$ cat src/core/prs_pkg.sv
// Constants, register map and types of the protection release status block
package prs_pkg;
   // ------------------------------------------------------------
   // Timebase
   // ------------------------------------------------------------
   localparam int unsigned CLK_HZ = 20_000_000;
   localparam int unsigned TICK_MS = 250;
   localparam int unsigned TICK_CYC = CLK_HZ / 1000 * TICK_MS;
   localparam int unsigned PH_N = 24;
   localparam int unsigned ALIVE_MS = 3000;
   localparam int unsigned LAST_TRIP_MS = 2000;
   localparam int unsigned OPEN_MS = 1000;
   localparam int unsigned COMMIT_MS = 3000;
   localparam int unsigned CONFIRM_MS = 2000;
   localparam logic [3:0] ALIVE_TK = 4'((ALIVE_MS + TICK_MS - 1) / TICK_MS);
   localparam logic [3:0] LAST_TRIP_TK = 4'((LAST_TRIP_MS + TICK_MS - 1) / TICK_MS);
   localparam logic [3:0] OPEN_TK = 4'((OPEN_MS + TICK_MS - 1) / TICK_MS);
   localparam logic [3:0] COMMIT_TK = 4'((COMMIT_MS + TICK_MS - 1) / TICK_MS);
   localparam logic [3:0] CONFIRM_TK = 4'((CONFIRM_MS + TICK_MS - 1) / TICK_MS);
   // ------------------------------------------------------------
   // Settings
   // ------------------------------------------------------------
   localparam logic [1:0] NR_OFF = 2'h0;
   localparam logic [1:0] NR_50 = 2'h1;
   localparam logic [1:0] NR_100 = 2'h2;
   localparam logic [1:0] NR_200 = 2'h3;
   typedef struct packed {
      logic [3:0] ovl;
      logic [7:0] sd;
      logic [7:0] inst;
      logic [1:0] nr;
   } prs_set_t;
   localparam prs_set_t SET_RST = '{ovl: 4'h0, sd: 8'h00, inst: 8'h00, nr: NR_50};
   localparam int unsigned LED_I = 2;
   typedef enum logic [1:0] {
      PRS_CM_IDLE = 2'h0,
      PRS_CM_HOLD = 2'h1,
      PRS_CM_CONF = 2'h3
   } prs_cm_t;
   // ------------------------------------------------------------
   // Register map (byte addresses)
   // ------------------------------------------------------------
   localparam int unsigned ADDR_W = 5;
   localparam logic [4:0] A_STATUS = 5'h00;
   localparam logic [4:0] A_CLR = 5'h04;
   localparam logic [4:0] A_EN = 5'h08;
   localparam logic [4:0] A_CTRL = 5'h0c;
   localparam logic [4:0] A_STATE = 5'h10;
   localparam int unsigned ST_CHAIN = 0;
   localparam int unsigned ST_LINK = 1;
   localparam int unsigned ST_PLUG = 2;
   localparam int unsigned ST_CFG = 3;
   localparam int unsigned ST_INCONS = 4;
   localparam int unsigned ST_CLAMP = 5;
   localparam int unsigned ST_OPEN = 6;
   localparam int unsigned ST_TRIP = 7;
   localparam int unsigned ST_COMMIT = 8;
   localparam int unsigned ST_W = 9;
   localparam logic [8:0] EN_RST = 9'h000;
   localparam int unsigned CT_OPEN_EN = 0;
   localparam logic CTRL_RST = 1'b1;
   localparam int unsigned SF_EFF = 0;
   localparam int unsigned SF_STO = 2;
   localparam int unsigned SF_FSM = 4;
   localparam int unsigned SF_CAUSE = 6;
   localparam int unsigned SF_GEN = 8;
endpackage

$ cat src/core/prs_tick_if.sv
// Slow timebase carrier: tick pulse and flash phase
`timescale 1ns/100ps
interface prs_tick_if;
   logic tick;
   logic [4:0] phase;
   modport src (output tick, output phase);
   modport dst (input tick, input phase);
endinterface

$ cat src/core/prs_top.sv
// Release status block: setting checks, LED codes, forced open, register slave
`timescale 1ns/100ps
module prs_top #(
   parameter int unsigned TICK_CYCLES = prs_pkg::TICK_CYC
) (
   // Clock, reset, enable
   input wire logic clk_i,
   input wire logic rst_b_i,
   input wire logic ce_i,
   // Avalon-MM slave
   input wire logic [prs_pkg::ADDR_W-1:0] avs_address_i,
   input wire logic avs_read_i,
   input wire logic avs_write_i,
   input wire logic [31:0] avs_writedata_i,
   input wire logic [3:0] avs_byteenable_i,
   output logic [31:0] avs_readdata_o,
   output logic avs_waitrequest_o,
   output logic irq_o,
   // Fault, supply and event pins
   input wire logic current_sensor_chain_err_i,
   input wire logic sensor_link_err_i,
   input wire logic plug_err_i,
   input wire logic test_btn_i,
   input wire logic aux_supply_i,
   input wire logic ext_battery_i,
   input wire logic [3:0] trip_evt_i,
   input wire logic [3:0] timing_alarm_i,
   input wire logic prealarm_i,
   // Setting switches
   input wire logic four_pole_i,
   input wire logic ext_neutral_i,
   input wire logic [1:0] neutral_threshold_ratio_i,
   input wire logic [3:0] overload_threshold_i,
   input wire logic [7:0] short_delay_thr_i,
   input wire logic [7:0] inst_thr_i,
   input wire logic [3:0] plug_rating_i,
   input wire logic [3:0] frame_rating_current_i,
   // Indicators and actuator
   output logic [3:0] led_red_o,
   output logic led_orange_o,
   output logic forced_open_command_o
);
   import prs_pkg::*;

   // ------------------------------------------------------------
   // Input capture and timebase
   // ------------------------------------------------------------
   logic [16:0] ev;
   logic [29:0] sw;
   prs_tick_if tk ();

   prs_sync #(.W(17)) u_sync_ev (
      .clk_i(clk_i), .rst_b_i(rst_b_i), .ce_i(ce_i),
      .d_i({prealarm_i, timing_alarm_i, trip_evt_i, ext_neutral_i, four_pole_i,
            ext_battery_i, aux_supply_i, test_btn_i, plug_err_i, sensor_link_err_i,
            current_sensor_chain_err_i}),
      .q_o(ev));
   prs_sync #(.W(30)) u_sync_sw (
      .clk_i(clk_i), .rst_b_i(rst_b_i), .ce_i(ce_i),
      .d_i({frame_rating_current_i, plug_rating_i, overload_threshold_i,
            short_delay_thr_i, inst_thr_i, neutral_threshold_ratio_i}),
      .q_o(sw));
   prs_timebase #(.TICK_CYCLES(TICK_CYCLES)) u_tb (
      .clk_i(clk_i), .rst_b_i(rst_b_i), .ce_i(ce_i), .tb(tk));

   logic chain, link, plug, test, aux, batt, four, extn, pre;
   logic [3:0] trip, alarm, plug_r, frame;
   prs_set_t cur;
   assign {pre, alarm, trip, extn, four, batt, aux, test, plug, link, chain} = ev;
   assign {frame, plug_r} = sw[29:22];
   assign cur = prs_set_t'(sw[21:0]);

   // Flash patterns from the 24-step phase (6 s, common to 2, 3 and 0.5 s)
   logic fast, slow, dbl, alive;
   assign fast = !tk.phase[0];
   assign slow = !tk.phase[2];
   assign dbl = !tk.phase[1];
   assign alive = (tk.phase == 5'h00) || (tk.phase == 5'(PH_N / 2));

   // ------------------------------------------------------------
   // Setting checks
   // ------------------------------------------------------------
   // Neutral current in 1/16 of plug units against frame rating
   function automatic logic nr_fits(input logic [1:0] r);
      logic [11:0] base;
      logic [11:0] prod;
      base = 12'(plug_r) * 12'(cur.ovl);
      case (r)
         NR_50: prod = base;
         NR_100: prod = base << 1;
         NR_200: prod = base << 2;
         default: prod = 12'h000;
      endcase
      return prod <= {4'h0, frame, 4'h0};
   endfunction

   logic [1:0] eff_nr;
   logic clamp, incons, cfg_err, ext_sup, open_trig, fail_any;
   always_comb begin
      eff_nr = cur.nr;
      clamp = four && !nr_fits(cur.nr);
      if (clamp) begin
         if (cur.nr == NR_200 && nr_fits(NR_100)) begin
            eff_nr = NR_100;
         end else if (nr_fits(NR_50)) begin
            eff_nr = NR_50;
         end else begin
            eff_nr = NR_OFF;
         end
      end
   end
   assign incons = !(({4'h0, cur.ovl} < cur.sd) && (cur.sd < cur.inst));
   assign ext_sup = aux || batt;

   // ------------------------------------------------------------
   // Commit, last trip, forced open and LED drive
   // ------------------------------------------------------------
   prs_cm_t cm_reg, cm_next;
   prs_set_t stored_reg, stored_next;
   logic [3:0] cm_cnt_reg, cm_cnt_next, lt_cnt_reg, lt_cnt_next;
   logic [3:0] open_cnt_reg, open_cnt_next, alive_cnt_reg, alive_cnt_next;
   logic [3:0] lt_fn_reg, lt_fn_next, trip_prev_reg;
   logic [1:0] cause_reg, cause_next;
   logic lt_act_reg, lt_act_next, generic_reg, generic_next;
   logic alive_rdy_reg, alive_rdy_next, fo_next, orange_next, red_act, commit_ok;
   logic [3:0] red_next;
   logic ctrl_reg;

   // Unpowered neutral on a bare three-pole frame counts as misconfiguration
   assign cfg_err = (cur != stored_reg) || (!four && !extn && cur.nr != NR_OFF);
   assign commit_ok = cfg_err && !chain && !link && !plug && !incons
                      && batt && !aux;
   assign open_trig = ctrl_reg && (link || plug
                      || (!four && !extn && cur.nr != NR_OFF));
   assign fail_any = chain || link || plug || (|cause_reg);

   always_comb begin
      cm_next = cm_reg;
      cm_cnt_next = cm_cnt_reg;
      stored_next = stored_reg;
      lt_act_next = lt_act_reg;
      lt_fn_next = lt_fn_reg;
      lt_cnt_next = lt_cnt_reg;
      open_cnt_next = open_cnt_reg;
      fo_next = forced_open_command_o;
      generic_next = generic_reg;
      cause_next = cause_reg;
      alive_cnt_next = alive_cnt_reg;
      alive_rdy_next = alive_rdy_reg;
      if (alive_cnt_reg == ALIVE_TK + 4'h1) begin
         alive_rdy_next = 1'b1;
      end else if (tk.tick) begin
         alive_cnt_next = alive_cnt_reg + 4'h1;
      end
      case (cm_reg)
         PRS_CM_IDLE: begin
            cm_cnt_next = 4'h0;
            if (test && commit_ok) begin
               cm_next = PRS_CM_HOLD;
            end
         end
         PRS_CM_HOLD: begin
            if (!test || !commit_ok) begin
               cm_next = PRS_CM_IDLE;
            end else if (cm_cnt_reg == COMMIT_TK + 4'h1) begin
               stored_next = cur;
               cm_next = PRS_CM_CONF;
               cm_cnt_next = 4'h0;
            end else if (tk.tick) begin
               cm_cnt_next = cm_cnt_reg + 4'h1;
            end
         end
         PRS_CM_CONF: begin
            if (cm_cnt_reg == CONFIRM_TK) begin
               cm_next = PRS_CM_IDLE;
            end else if (tk.tick) begin
               cm_cnt_next = cm_cnt_reg + 4'h1;
            end
         end
         default: cm_next = PRS_CM_IDLE;
      endcase
      if (|(trip & ~trip_prev_reg)) begin
         lt_act_next = 1'b1;
         lt_fn_next = trip & ~trip_prev_reg;
         lt_cnt_next = 4'h0;
      end else if (lt_act_reg && !ext_sup) begin
         if (lt_cnt_reg == LAST_TRIP_TK) begin
            lt_act_next = 1'b0;
         end else if (tk.tick) begin
            lt_cnt_next = lt_cnt_reg + 4'h1;
         end
      end
      if (!open_trig) begin
         open_cnt_next = 4'h0;
         fo_next = 1'b0;
      end else if (open_cnt_reg == OPEN_TK + 4'h1) begin
         fo_next = 1'b1;
         if (!forced_open_command_o && ext_sup) begin
            cause_next = cause_reg | {link, plug};
         end else if (!forced_open_command_o) begin
            generic_next = 1'b1;
         end
      end else if (tk.tick) begin
         open_cnt_next = open_cnt_reg + 4'h1;
      end
      // Red group: faults outrank the operator displays
      red_act = 1'b1;
      if (chain) begin
         red_next = {4{fast}};
      end else if (link || cause_reg[1]) begin
         red_next = {4{slow}};
      end else if (plug || cause_reg[0]) begin
         red_next = {4{dbl}};
      end else if (cm_reg == PRS_CM_CONF) begin
         red_next = {4{fast}};
      end else if (test && generic_reg) begin
         red_next = 4'(1 << LED_I);
      end else if (test) begin
         red_next = 4'hf;
      end else if (lt_act_reg) begin
         red_next = lt_fn_reg;
      end else if (|alarm) begin
         red_next = alarm & {4{fast}};
      end else begin
         red_next = 4'h0;
         red_act = 1'b0;
      end
      if ((test && generic_reg && !fail_any && cm_reg != PRS_CM_CONF) || pre) begin
         orange_next = 1'b1;
      end else if (cfg_err) begin
         orange_next = fast;
      end else if (incons) begin
         orange_next = dbl;
      end else begin
         orange_next = !red_act && alive_rdy_reg && alive;
      end
   end

   always_ff @(posedge clk_i) begin
      if (!rst_b_i) begin
         cm_reg <= PRS_CM_IDLE;
         cm_cnt_reg <= 4'h0;
         stored_reg <= SET_RST;
         lt_act_reg <= 1'b0;
         lt_fn_reg <= 4'h0;
         lt_cnt_reg <= 4'h0;
         trip_prev_reg <= 4'h0;
         open_cnt_reg <= 4'h0;
         forced_open_command_o <= 1'b0;
         generic_reg <= 1'b0;
         cause_reg <= 2'h0;
         alive_cnt_reg <= 4'h0;
         alive_rdy_reg <= 1'b0;
         led_red_o <= 4'h0;
         led_orange_o <= 1'b0;
      end else if (ce_i) begin
         cm_reg <= cm_next;
         cm_cnt_reg <= cm_cnt_next;
         stored_reg <= stored_next;
         lt_act_reg <= lt_act_next;
         lt_fn_reg <= lt_fn_next;
         lt_cnt_reg <= lt_cnt_next;
         trip_prev_reg <= trip;
         open_cnt_reg <= open_cnt_next;
         forced_open_command_o <= fo_next;
         generic_reg <= generic_next;
         cause_reg <= cause_next;
         alive_cnt_reg <= alive_cnt_next;
         alive_rdy_reg <= alive_rdy_next;
         led_red_o <= red_next;
         led_orange_o <= orange_next;
      end
   end

   // ------------------------------------------------------------
   // Register slave and interrupt
   // ------------------------------------------------------------
   logic [ST_W-1:0] sts_reg, sts_next, en_reg, en_next, cond, prev_reg, clr;
   logic [31:0] rd_next, bmask, state_v;
   logic wait_next, ctrl_next, irq_next, acc;
   logic [4:0] wadr;

   always_comb begin
      cond = '0;
      cond[ST_CHAIN] = chain;
      cond[ST_LINK] = link;
      cond[ST_PLUG] = plug;
      cond[ST_CFG] = cfg_err;
      cond[ST_INCONS] = incons;
      cond[ST_CLAMP] = clamp;
      cond[ST_OPEN] = forced_open_command_o;
      cond[ST_TRIP] = |trip;
      cond[ST_COMMIT] = (cm_reg == PRS_CM_CONF);
      state_v = 32'h0;
      state_v[SF_EFF +: 2] = eff_nr;
      state_v[SF_STO +: 2] = stored_reg.nr;
      state_v[SF_FSM +: 2] = cm_reg;
      state_v[SF_CAUSE +: 2] = cause_reg;
      state_v[SF_GEN] = generic_reg;
      bmask = {{8{avs_byteenable_i[3]}}, {8{avs_byteenable_i[2]}},
               {8{avs_byteenable_i[1]}}, {8{avs_byteenable_i[0]}}};
      wadr = {avs_address_i[ADDR_W-1:2], 2'h0};
      // Write is taken on the second cycle, when waitrequest is already low; read data is captured on the first
      acc = avs_write_i && !avs_waitrequest_o;
      wait_next = !((avs_read_i || avs_write_i) && avs_waitrequest_o);
      rd_next = avs_readdata_o;
      if (avs_read_i && avs_waitrequest_o) begin
         case (wadr)
            A_STATUS: rd_next = 32'(sts_reg);
            A_EN: rd_next = 32'(en_reg);
            A_CTRL: rd_next = 32'(ctrl_reg);
            A_STATE: rd_next = state_v;
            default: rd_next = 32'h0;
         endcase
      end
      clr = (acc && wadr == A_CLR) ? ST_W'(avs_writedata_i & bmask) : '0;
      en_next = en_reg;
      if (acc && wadr == A_EN) begin
         en_next = ST_W'((32'(en_reg) & ~bmask) | (avs_writedata_i & bmask));
      end
      ctrl_next = ctrl_reg;
      if (acc && wadr == A_CTRL && avs_byteenable_i[0]) begin
         ctrl_next = avs_writedata_i[CT_OPEN_EN];
      end
      // New edge beats a clear in the same cycle
      sts_next = (sts_reg & ~clr) | (cond & ~prev_reg);
      irq_next = |(sts_reg & en_reg);
   end

   always_ff @(posedge clk_i) begin
      if (!rst_b_i) begin
         avs_waitrequest_o <= 1'b1;
         avs_readdata_o <= 32'h0;
         sts_reg <= '0;
         en_reg <= EN_RST;
         ctrl_reg <= CTRL_RST;
         prev_reg <= '0;
         irq_o <= 1'b0;
      end else if (ce_i) begin
         avs_waitrequest_o <= wait_next;
         avs_readdata_o <= rd_next;
         sts_reg <= sts_next;
         en_reg <= en_next;
         ctrl_reg <= ctrl_next;
         prev_reg <= cond;
         irq_o <= irq_next;
      end
   end
endmodule

$ cat src/core/prs_sync.sv
// Three-stage input synchroniser with agreement filter
`timescale 1ns/100ps
module prs_sync #(
   parameter int unsigned W = 1
) (
   // Clock and control
   input wire logic clk_i,
   input wire logic rst_b_i,
   input wire logic ce_i,
   // Data
   input wire logic [W-1:0] d_i,
   output logic [W-1:0] q_o
);
   logic [W-1:0] s1_reg;
   logic [W-1:0] s2_reg;
   logic [W-1:0] s3_reg;
   logic [W-1:0] q_next;

   // A bit only moves once stages two and three agree
   always_comb begin
      for (int i = 0; i < W; i++) begin
         q_next[i] = (s2_reg[i] == s3_reg[i]) ? s3_reg[i] : q_o[i];
      end
   end

   always_ff @(posedge clk_i) begin
      if (!rst_b_i) begin
         s1_reg <= '0;
         s2_reg <= '0;
         s3_reg <= '0;
         q_o <= '0;
      end else if (ce_i) begin
         s1_reg <= d_i;
         s2_reg <= s1_reg;
         s3_reg <= s2_reg;
         q_o <= q_next;
      end
   end
endmodule

$ cat src/core/prs_timebase.sv
// Slow timebase: quarter-second tick and 24-step flash phase
`timescale 1ns/100ps
module prs_timebase #(
   parameter int unsigned TICK_CYCLES = prs_pkg::TICK_CYC
) (
   // Clock and control
   input wire logic clk_i,
   input wire logic rst_b_i,
   input wire logic ce_i,
   // Timebase out
   prs_tick_if.src tb
);
   import prs_pkg::*;
   logic [22:0] cnt_reg;
   logic [22:0] cnt_next;
   logic tick_next;
   logic [4:0] ph_next;

   always_comb begin
      cnt_next = cnt_reg + 23'h1;
      tick_next = 1'b0;
      ph_next = tb.phase;
      if (cnt_reg == 23'(TICK_CYCLES - 1)) begin
         cnt_next = 23'h0;
         tick_next = 1'b1;
         ph_next = (tb.phase == 5'(PH_N - 1)) ? 5'h00 : tb.phase + 5'h01;
      end
   end

   always_ff @(posedge clk_i) begin
      if (!rst_b_i) begin
         cnt_reg <= 23'h0;
         tb.tick <= 1'b0;
         tb.phase <= 5'h00;
      end else if (ce_i) begin
         cnt_reg <= cnt_next;
         tb.tick <= tick_next;
         tb.phase <= ph_next;
      end
   end
endmodule

$ cat config.mk
export PLATFORM = sky130hd
export DESIGN_NAME = prs_top
export DESIGN_NICKNAME = d
export VERILOG_FILES = /design/src/core/prs_pkg.sv /design/src/core/prs_tick_if.sv /design/src/core/prs_top.sv /design/src/core/prs_sync.sv /design/src/core/prs_timebase.sv
export SDC_FILE = /design/constraint.sdc
export NUM_CORES = 1
export LEC_CHECK = 0
export BUFFER_PORTS_ARGS = -buffer_cell sky130_fd_sc_hd__buf_2
export CAP_MARGIN = 20
export CORE_ASPECT_RATIO = 0.6
export CORE_UTILIZATION = 53
export CTS_CLUSTER_DIAMETER = 80
export DETAILED_ROUTE_END_ITERATION = 6
export HOLD_SLACK_MARGIN = 0.1
export MAX_ROUTING_LAYER = met4
export PLACE_DENSITY = 0.8
export RECOVER_POWER = 50
export SYNTH_ARGS = -nofsm -noshare
export SYNTH_HDL_FRONTEND = slang
export SYNTH_SLANG_ARGS = --single-unit
$ cat constraint.sdc
create_clock -name clk_i -period 6.5 [get_ports clk_i]
set_input_delay 0.65 -clock clk_i [delete_from_list [all_inputs] [get_ports clk_i]]
set_output_delay 0.65 -clock clk_i [all_outputs]
set_load 0.01 [all_outputs]
After elaboration in Yosys (flattened, before gate mapping):

Index checks and enable logic that the tools add are counted.

* bits in writable memories: 0
* output and inout bits: 40
* input port bits: 93
* bits in latches: 0
* logic and storage cells: 374
* ROM bits: 0
* memories kept: 0
* bits in registers: 338

* reduce and logical (&&, ||, !) cells: 135
* $lt $le $gt $ge: 5
* shift operators: 0
* eq/ne operators: 75
* multiply operators: 1
* div/mod/pow operators: 0
* bitwise gates (word level): 18
* mux-type cells: 53
* add/sub/neg operators: 6

Operator list (number)
* $reduce_and 2->1: 54
* $mux 4: 19
* $eq 1x1->1: 47
* $and 9x9->9: 5
* $le 12x8->1: 3
* $mux 12: 3
* $pmux 9 s4: 1
* $pmux 10 s3: 1
* $logic_and 1x1->1: 27
* $not 9->9: 3
* $add 23x1->23 const B: 1
* $eq 23x23->1 const B: 1
* $mux 23: 1
* $ne 22x22->1: 1
* $reduce_and 4->1: 5
* $logic_not 1->1: 19
* $mux 1: 18
* $or 9x9->9: 2
* $add 4x1->4 const B: 4
* $eq 4x4->1 const B: 4
* $logic_or 1x1->1: 13
* $mux 2: 6
* $ne 2x2->1 const B: 6
* $pmux 4 s3: 1
* 31 further kinds: 48

Logic depth before layout (Yosys ltp):

Gate-level depths: netlist of run 1.

* depth after elaboration: 15
* gate-level depth with buffers: 21
* mapped depth without buffers: 20

Modules after synthesis:

Synthesis of run 1 repeated with hierarchy kept, for this count alone.

* cells, all modules: 1673
* area total of the unflattened synthesis: 15197.1 um2

Modules (own cells, without submodules)
* prs_top: sequential area each 1961.9 um2, cells an instance 750, instances 1, area each 6258.5 um2
* prs_sync (u_sync_sw): sequential area each 2402.3 um2, cells an instance 484, instances 1, area each 4749.6 um2
* prs_sync (u_sync_ev): sequential area each 1361.3 um2, cells an instance 275, instances 1, area each 2803.9 um2
* prs_timebase: sequential area each 580.6 um2, cells an instance 164, instances 1, area each 1385.1 um2

Worst setup path after synthesis of run 1:

Ideal clock, no wire load.

* path type: reg2reg
* start point: register u_sync_sw.q_o[21]
* end point: register sts_reg[5]
* path slack: 2164 ps
* arrival: 4209 ps
* library setup time: 128 ps
* buffers on the path: 1
* stages on the path, launching flop included: 20
* cells stage by stage: dfxtp_1 -> clkbuf_1 -> nand2_1 -> fa_1 -> fa_1 -> inv_1 -> ha_1 -> a211oi_1 -> nor2_1 -> a211o_1 -> inv_1 -> o21ai_0 -> nand2_1 -> o21ai_0 -> ha_1 -> nand2_1 -> o41ai_1 -> a21boi_0 -> a32oi_1 -> nor2_1

* longest elaborated chain between the ends: 7

RTL lines
* from (decl): line prs_sync.sv:12 `output logic [W-1:0] q_o`
* from (signal assigned): line prs_sync.sv:36 `q_o <= q_next;`
* $mul 4x4->8: line prs_top.sv:87 `base = 12'(plug_r) * 12'(cur.ovl);`
* $pmux 10 s3: line prs_top.sv:88 `case (r)`
* $le 12x8->1: line prs_top.sv:94 `return prod <= {4'h0, frame, 4'h0};`
* $logic_not 1->1: line prs_top.sv:101 `clamp = four && !nr_fits(cur.nr);`
* $logic_and 1x1->1: line prs_top.sv:101
* $and 9x9->9: line prs_top.sv:326 `sts_next = (sts_reg & ~clr) | (cond & ~prev_reg);`
* $or 9x9->9: line prs_top.sv:326
* to (signal assigned): line prs_top.sv:342 `sts_reg <= sts_next;`
* to (decl): line prs_top.sv:278 `logic [ST_W-1:0] sts_reg, sts_next, en_reg, en_next, cond, prev_reg, clr;`

No other way between the ends.
A chain may end at the register's enable or synchronous reset.

Final worst setup path of run 1:

* start point: input rst_b_i
* end point: register lt_fn_reg[1]

RTL lines
* from (decl): line prs_top.sv:8 `input wire logic rst_b_i,`
* to (signal assigned): line prs_top.sv:261 `lt_fn_reg <= lt_fn_next;`
* to (decl): line prs_top.sv:122 `logic [3:0] lt_fn_reg, lt_fn_next, trip_prev_reg;`

No word-level cell between the ends.

==> results of run 1 <==
==> worst max-delay path, stage by stage <==
cell and delay (ps):
clkbuf_1 370, inv_1 3220, clkbuf_2 1330, nor2_1 140
==> layer usage <==
metal,wire (um),vias up
met5,0,-
met4,415,0
met3,1560,36
met2,13100,254
met1,16100,5347
li1,-,5631
==> power by group through the flow <==
| stage | sequential, mW | clock (mW) | combinational, mW |
|---|---|---|---|
| after detailed placement | 2.04 | 0 | 0.190 |
| after CTS | 1.99 | 1.90 | 0.191 |
| after floorplan | 2.03 | 0 | 0.153 |
| after global placement | 2.03 | 0 | 0.185 |
| final | 1.99 | 1.87 | 0.191 |
| after global routing | 2.00 | 1.98 | 0.210 |
==> per-stage QoR <==
step	instances	hold slack [ps]	total power, mW	cell area, um2
finish	2051	319	4.05	15900
global route	2051	314	4.19	15900
CTS	2050	294	4.08	15900
detailed placement	1998	454	2.23	14800
global placement	1998	442	2.22	14800
floorplan	1661	431	2.18	14400
==> cells in the mapped netlist, types with 3 or more instances <==
cell	number
o211ai_1	5
fa_1	4
nand3_1	27
inv_1	50
or3_1	5
nand4_1	16
mux2i_1	193
a21o_1	37
or4_1	3
buf_2	3
clkbuf_1	61
nor3b_1	5
o21ai_0	93
nor4_1	10
a21oi_1	97
buf_4	25
buf_1	19
a22oi_1	11
nor3_1	13
a32oi_1	8
nor2_1	272
dfxtp_1	315
xnor2_1	31
a211oi_1	10
xor2_1	20
nand2b_1	7
and2_1	10
nor2b_1	14
nand2_1	163
o21a_1	3
nor4bb_1	3
ha_1	46
buf_6	3
a31oi_1	5
and3_1	8
==> worst max path at each step <==
stage | cells after the start | from | end | slack (ps)
floorplan | 19 | u_sync_sw.q_o[21] | sts_reg[5] | 2160
global placement | 18 | u_sync_sw.q_o[21] | sts_reg[5] | 1730
detailed placement | 18 | u_sync_sw.q_o[21] | sts_reg[5] | 1690
CTS | 18 | u_sync_sw.q_o[21] | sts_reg[5] | 1640
global route | 4 | rst_b_i | lt_fn_reg[1] | 610
finish | 4 | rst_b_i | lt_fn_reg[1] | 1080
==> final cells by class <==
class | count | area [um2] | share of cell area [%]
multi-input combinational | 1184 | 7410 | 46.7
inverter | 50 | 188 | 1.18
clock inverter | 15 | 244 | 1.54
timing repair buffer | 90 | 452 | 2.85
clock buffer | 37 | 806 | 5.08
tap | 360 | 450 | 2.84
sequential | 315 | 6310 | 39.8
==> logic make-up (layout without fill, tap and decap cells) <==
logic type | Yosys count | in the layout | share of synthesized area (%)
buffers and inverters | 162 | 192 | 5.13
other | 1 | 23 | 0.0261
AO/OA/AOI/OAI | 293 | 293 | 12.2
XOR/XNOR | 51 | 51 | 3.11
adder cells (fa/ha/maj) | 50 | 50 | 4.56
AND/OR/NAND/NOR | 573 | 573 | 17.5
multiplexers | 194 | 194 | 13.5
flip-flops | 315 | 315 | 43.9
==> metrics.md, run 1 <==
| Metric | Value |
|---|---|
| P_int | `3.16 mW` |
| Worst rel slew slack | `-194%` |
| Max-cap viol count | `2` |
| Initial antenna violation count | `0` |
| Final hold vios | `0` |
| Reg-to-reg startpoint | `u_sync_sw.q_o[21]` |
| Failing checks | `max-capacitance violations, max-slew violations` |
| Wire per inst | `15.2 um` |
| Final worst slack | `1080 ps` |
| Post-synth EDFFs | `0` |
| Sw frac | `22.1%` |
| WHS Path Cells | `3` |
| Detail Route Antenna Nets | `0` |
| Reg2Reg Depth | `18` |
| Commonest non-fill, non-tap cell in the layout | `dfxtp_1` |
| Hold Crit Class | `in -> reg` |
| Post-synthesis cell count | `1639` |
| Worst path required time | `6880 ps` |
| Slew @ Worst Pin | `4410 ps` |
| Setup repair bufs after CTS | `0` |
| Root buffer cell | `clkbuf_16` |
| Comb pwr share | `4.7%` |
| Total GRT Usage | `22.9%` |
| Post-synth top flop | `dfxtp_1` |
| Vias per cell | `5.49` |
| Global-route wire length before repair | `51200 um` |
| Asr flop ratio synth | `0%` |
| Reg2reg setup slack | `1530 ps` |
| Met2 usage | `33.8%` |
| TritonRoute pass-1 iters | `7` |
| Fillers | `2280` |
| Num rows | `46` |
| Min-delay src | `short_delay_thr_i[5]` |
| CTS tree | `yes` |
| Critical Path Source Type | `primary input` |
| Clock transition at the registers of the reported paths | `60 ps` |
| Resized cells post-CTS | `0` |
| Min cycle time layout | `5420 ps` |
| TritonCTS Sinks | `315` |
| Detailed Place HPWL | `21000 um` |
| Maximum clock insertion buffer count | `3` |
| Layout area overhead | `10.4%` |
| GPL Wtd Cong | `0.910` |
| VDD IR max | `0.224 mV` |
| Initial DRC count | `827` |
| Num ports | `133` |
| Avg Cell Area, Syn | `8.76 um2` |
| Status | `complete, but fails checks` |
| Yosys top cell by area | `dfxtp_1` |
| Layout Nets | `1813` |
| Clk Latency, worst-skew pair | `570 ps` |
| Worst Clk Skew | `28.2 ps` |
| PortBufs | `82` |
| Die Y | `130 um` |
| Initial core utilization | `54.1%` |
| Setup violations, final | `0` |
| CTS Buf Count | `29` |
| RSZ-0062 raised after global routing | `no` |
| Pre-CTS setup slack | `1690 ps` |
| Fin util | `59.8%` |
| CP arrival | `5790 ps` |
| Sequential share of power | `49.2%` |
| Sequential fraction of the synthesis area | `43.9%` |
| Die width | `215 um` |
| CP endpoint kind | `flop` |
| Number of library cell types mapped by synthesis | `70` |
| DRC viols | `0` |
| Pins Over Slew Limit | `193` |
| Share of layout cells above drive strength 1 | `7.81%` |
| Vias in the first global route | `10214` |
| Hold-fix buffers, CTS | `0` |
| Final WL | `31100 um` |
| Core region area | `0.0265 mm2` |
| Met1 Use GR | `32.9%` |
| Met3 Resource Use GR | `3.92%` |
| Setup TNS | `0 ps` |
| CP max FO | `148` |
| R2r endpoint | `avs_readdata_o[0]` |
| Ys Warns | `0` |
| Crit share post-route | `83.3%` |
| Leak | `6.84 nW` |
| Max H-tree Level | `1` |
| Synth Register Bits | `315` |
| Max Freq | `185 MHz` |
| N_diodes | `0` |
| Total grt overflow | `0` |
| Mapped Area | `0.0144 mm2` |
| Switching power | `0.897 mW` |
| Crit Path Category | `in -> reg` |
| Worst Hold End | `u_sync_sw.s1_reg[15]` |
| Power Density | `256 mW/mm2` |
| DR vias | `11268` |
| Most frequent cells in the layout | `315 x dfxtp_1, 272 x nor2_1, 193 x mux2i_1, 163 x nand2_1, 97 x a21oi_1` |
| Synth top area share | `43.9%` |
| Clk pwr share | `46.1%` |
| Die area | `0.0278 mm2` |
| Synth top area cells | `dfxtp_1 44%, mux2i_1 13%, nor2_1 7.1%, nand2_1 4.3%, ha_1 4.0%` |
| Most used routing layer | `met2` |
| Pin count of the biggest net entering global routing | `149` |
No activity file was read; power rests on OpenSTA's default activity.
==> run 2: changes to the inputs <==
clock period = 5.1 ns   (was 6.5 ns; I/O delays follow)
==> run 2 against run 1 <==
Count of clock-buffer cells in the layout rose by 4. Setup slack lost 730 ps. Via count hardly changed. Critical endpoint is now avs_readdata_o[0]. Cell count is the same. Flip-flop and latch count unchanged. First-iteration DRC count down 16%. Clock skew shrank 7.6 ps. Critical path depth grew 14. Sequential power rose by 28%. Clock power up 21%. Largest power group unchanged. The flow still finishes with violations (max-capacitance violations, max-slew violations).
==> metrics.md, run 2 (synthesis results as in run 1) <==
| Metric | Value |
|---|---|
| Clk Latency, worst-skew pair | `570 ps (about the same)` |
| Detail Route Antenna Nets | `0 (unchanged)` |
| CTS Buf Count | `30 (+3.4%)` |
| Met2 usage | `35.2% (+1.4 points)` |
| Initial DRC count | `698 (-16%)` |
| N_diodes | `0 (unchanged)` |
| CP arrival | `5160 ps (-630 ps)` |
| Met1 Use GR | `32.6% (-0.27 points)` |
| DR vias | `11260 (-0.071%)` |
| Clock transition at the registers of the reported paths | `70 ps (about the same)` |
| Worst Clk Skew | `20.6 ps (-7.62 ps)` |
| Max-cap viol count | `2 (unchanged)` |
| Num rows | `46 (unchanged)` |
| Crit path max-delay family | `adder cells` |
| Setup repair bufs after CTS | `0 (unchanged)` |
| GPL Wtd Cong | `0.858 (-5.7%)` |
| Sequential share of power | `50.4% (+1.2 points)` |
| Commonest non-fill, non-tap cell in the layout | `dfxtp_1` |
| Die Y | `130 um (unchanged)` |
| Leak | `6.85 nW (+0.14%)` |
| Vias per cell | `5.49 (about the same)` |
| Worst path required time | `5510 ps (-1370 ps)` |
| Reg-to-reg startpoint | `u_sync_sw.q_o[22]` |
| # placed instances | `2002 (+0.20%)` |
| Hold Crit Class | `in -> reg` |
| FF+latch area | `0.00631 mm2 (unchanged)` |
| Power Density | `318 mW/mm2 (+25%)` |
| Switching power | `1.11 mW (+23%)` |
| WHS Path Cells | `3 (unchanged)` |
| Total grt overflow | `0 (unchanged)` |
| Setup TNS | `0 ps (unchanged)` |
| Min-delay src | `current_sensor_chain_err_i` |
| Sw frac | `21.9% (-0.20 points)` |
| Worst Hold End | `u_sync_ev.s1_reg[0]` |
| TritonRoute pass-1 iters | `5 (-2)` |
| Reg2Reg Depth | `18 (unchanged)` |
| Vias in the first global route | `10564 (+3.4%)` |
| CP endpoint kind | `flop` |
| Min cycle time layout | `4750 ps` |
| R2r endpoint | `avs_readdata_o[0]` |
| Non-filler cells, final | `2051 (unchanged)` |
| Worst path bufs/invs | `2 (-1)` |
| Final WL | `31300 um (+0.66%)` |
| CP max FO | `6 (-96%)` |
| PortBufs | `82 (unchanged)` |
| CTS tree | `yes` |
| Fillers | `2268 (-0.53%)` |
| DRC viols | `0 (unchanged)` |
| Slew @ Worst Pin | `3430 ps (-978 ps)` |
| Multi-input logic area | `0.00742 mm2 (+0.10%)` |
| Crit path top cell by count | `nand2_1` |
| Wire per inst | `15.3 um (+0.66%)` |
| Max H-tree Level | `1 (unchanged)` |
| Num ports | `133 (unchanged)` |
| Critical Path Source Type | `flop` |
| Share of layout cells above drive strength 1 | `8.16% (+0.35 points)` |
| P_int | `3.94 mW (+25%)` |
| Total GRT Usage | `23.2% (+0.28 points)` |
| Clk pwr share | `44.8% (-1.3 points)` |
| TritonCTS Sinks | `315 (unchanged)` |
| Resized cells post-CTS | `0 (unchanged)` |
| Pin count of the biggest net entering global routing | `101 (-32%)` |
| Initial antenna violation count | `0 (unchanged)` |
| Layout area overhead | `10.3% (about the same)` |
| Max Freq | `211 MHz` |
| Comb pwr share | `4.9% (+0.2 points)` |
| Initial core utilization | `54.1% (unchanged)` |
| Final hold vios | `0 (unchanged)` |
| Most used routing layer | `met2` |
| Root buffer cell | `clkbuf_16` |
| Crit Path Category | `reg -> reg` |
| Failing checks | `max-capacitance violations, max-slew violations` |
| Die area | `0.0278 mm2 (unchanged)` |
| Detailed Place HPWL | `21500 um (+2.5%)` |
| Met3 Resource Use GR | `3.92% (unchanged)` |
| Pins Over Slew Limit | `153 (-21%)` |
| Crit-path max cell delay | `600 ps (-2620 ps)` |
| Global-route wire length before repair | `52000 um (+1.6%)` |
| Hold-fix buffers, CTS | `0 (unchanged)` |
| RSZ-0062 raised after global routing | `no` |
| Crit share post-route | `93.1%` |
| Status | `complete, but fails checks` |
| Critical path's slowest cell | `fa_1` |
| Worst rel slew slack | `-130% (+64 points)` |
| Maximum clock insertion buffer count | `3 (unchanged)` |
| Layout Nets | `1817 (+0.22%)` |
| Fin util | `59.7% (about the same)` |
| VDD IR max | `0.213 mV (-4.9%)` |
| Core region area | `0.0265 mm2 (unchanged)` |
| Reg2reg setup slack | `350 ps (-1180 ps)` |
| Die width | `215 um (unchanged)` |
| Setup violations, final | `0 (unchanged)` |
| CP Cell Sequence | `nand2_1 > fa_1 > fa_1 > inv_1 > ha_1 > a211oi_1 > nor2_1 > a211o_1 > inv_1 > o21ai_0 > nand2_1 > o21ai_0 > ha_1 > nand2_1 > o41ai_2 > a21boi_0 > nand4b_1 > o221ai_1` |
| Most frequent cells in the layout | `315 x dfxtp_1, 272 x nor2_1, 193 x mux2i_1, 163 x nand2_1, 97 x a21oi_1` |
## run 2: cell types whose count changed in the layout (fill, tap and decap cells not counted), moves of 2 or more
cell / previous run / this run
buf_4: 5 / 10
bufinv_16: 6 / 2
clkbuf_1: 22 / 18
clkbuf_16: 29 / 31
clkbuf_8: 5 / 10
clkinvlp_4: 2 / 0
## run 2: worst reg2reg max path: stages (launching register included)
cell and delay [ps]:
dfxtp_1 410, nand2_1 110, fa_1 510, fa_1 600
inv_1 60, ha_1 300, a211oi_1 370, nor2_1 120
a211o_1 330, inv_1 70, o21ai_0 60, nand2_1 90
o21ai_0 100, ha_1 330, nand2_1 90, o41ai_2 450
a21boi_0 290, nand4b_1 180, o221ai_1 130
## run 2: power by group through the flow
| stage | sequential (mW) | clock (mW) | combinational [mW] |
|---|---|---|---|
| floorplan | 2.59 | 0 | 0.195 |
| global placement | 2.59 | 0 | 0.237 |
| detailed placement | 2.60 | 0 | 0.242 |
| CTS | 2.54 | 2.30 | 0.244 |
| global route | 2.55 | 2.39 | 0.271 |
| finish | 2.54 | 2.26 | 0.245 |
## run 2: how the worst max path moves through the flow
| stage | start | to | slack (ps) | cells past startpoint |
|---|---|---|---|---|
| detailed placement | u_sync_sw.q_o[22] | avs_readdata_o[0] | 330 | 18 |
| global route | u_sync_sw.q_o[22] | avs_readdata_o[0] | 5 | 18 |
| floorplan | u_sync_sw.q_o[21] | sts_reg[5] | 760 | 19 |
| finish | u_sync_sw.q_o[22] | avs_readdata_o[0] | 350 | 18 |
| global placement | u_sync_sw.q_o[22] | sts_reg[5] | 470 | 18 |
| CTS | u_sync_sw.q_o[22] | avs_readdata_o[0] | 310 | 18 |
## run 2: final cells by class
| class | count | share of cell area (%) |
|---|---|---|
| Clock buffer | 41 | 5.76 |
| Clock inverter | 8 | 0.592 |
| Inverter | 50 | 1.19 |
| Multi-Input combinational cell | 1184 | 46.8 |
| Sequential cell | 315 | 39.8 |
| Tap cell | 360 | 2.84 |
| Timing Repair Buffer | 93 | 3.02 |
## run 2: metal layers
metal  wire, um  part of all wire [%]
met4        426                   1.4
met3       1480                   4.7
met2      13200                    42
met5          0                     0
met1      16200                    52
## run 2: stage by stage
step | total power [mW] | cell area (um2) | hold WS [ps] | worst slack [ps]
floorplan | 2.78 | 14400 | 431 | 764
global placement | 2.83 | 14900 | 441 | 466
detailed placement | 2.84 | 14900 | 453 | 326
CTS | 5.09 | 15900 | 161 | 310
global route | 5.21 | 15800 | 181 | 4.53
finish | 5.05 | 15800 | 178 | 353
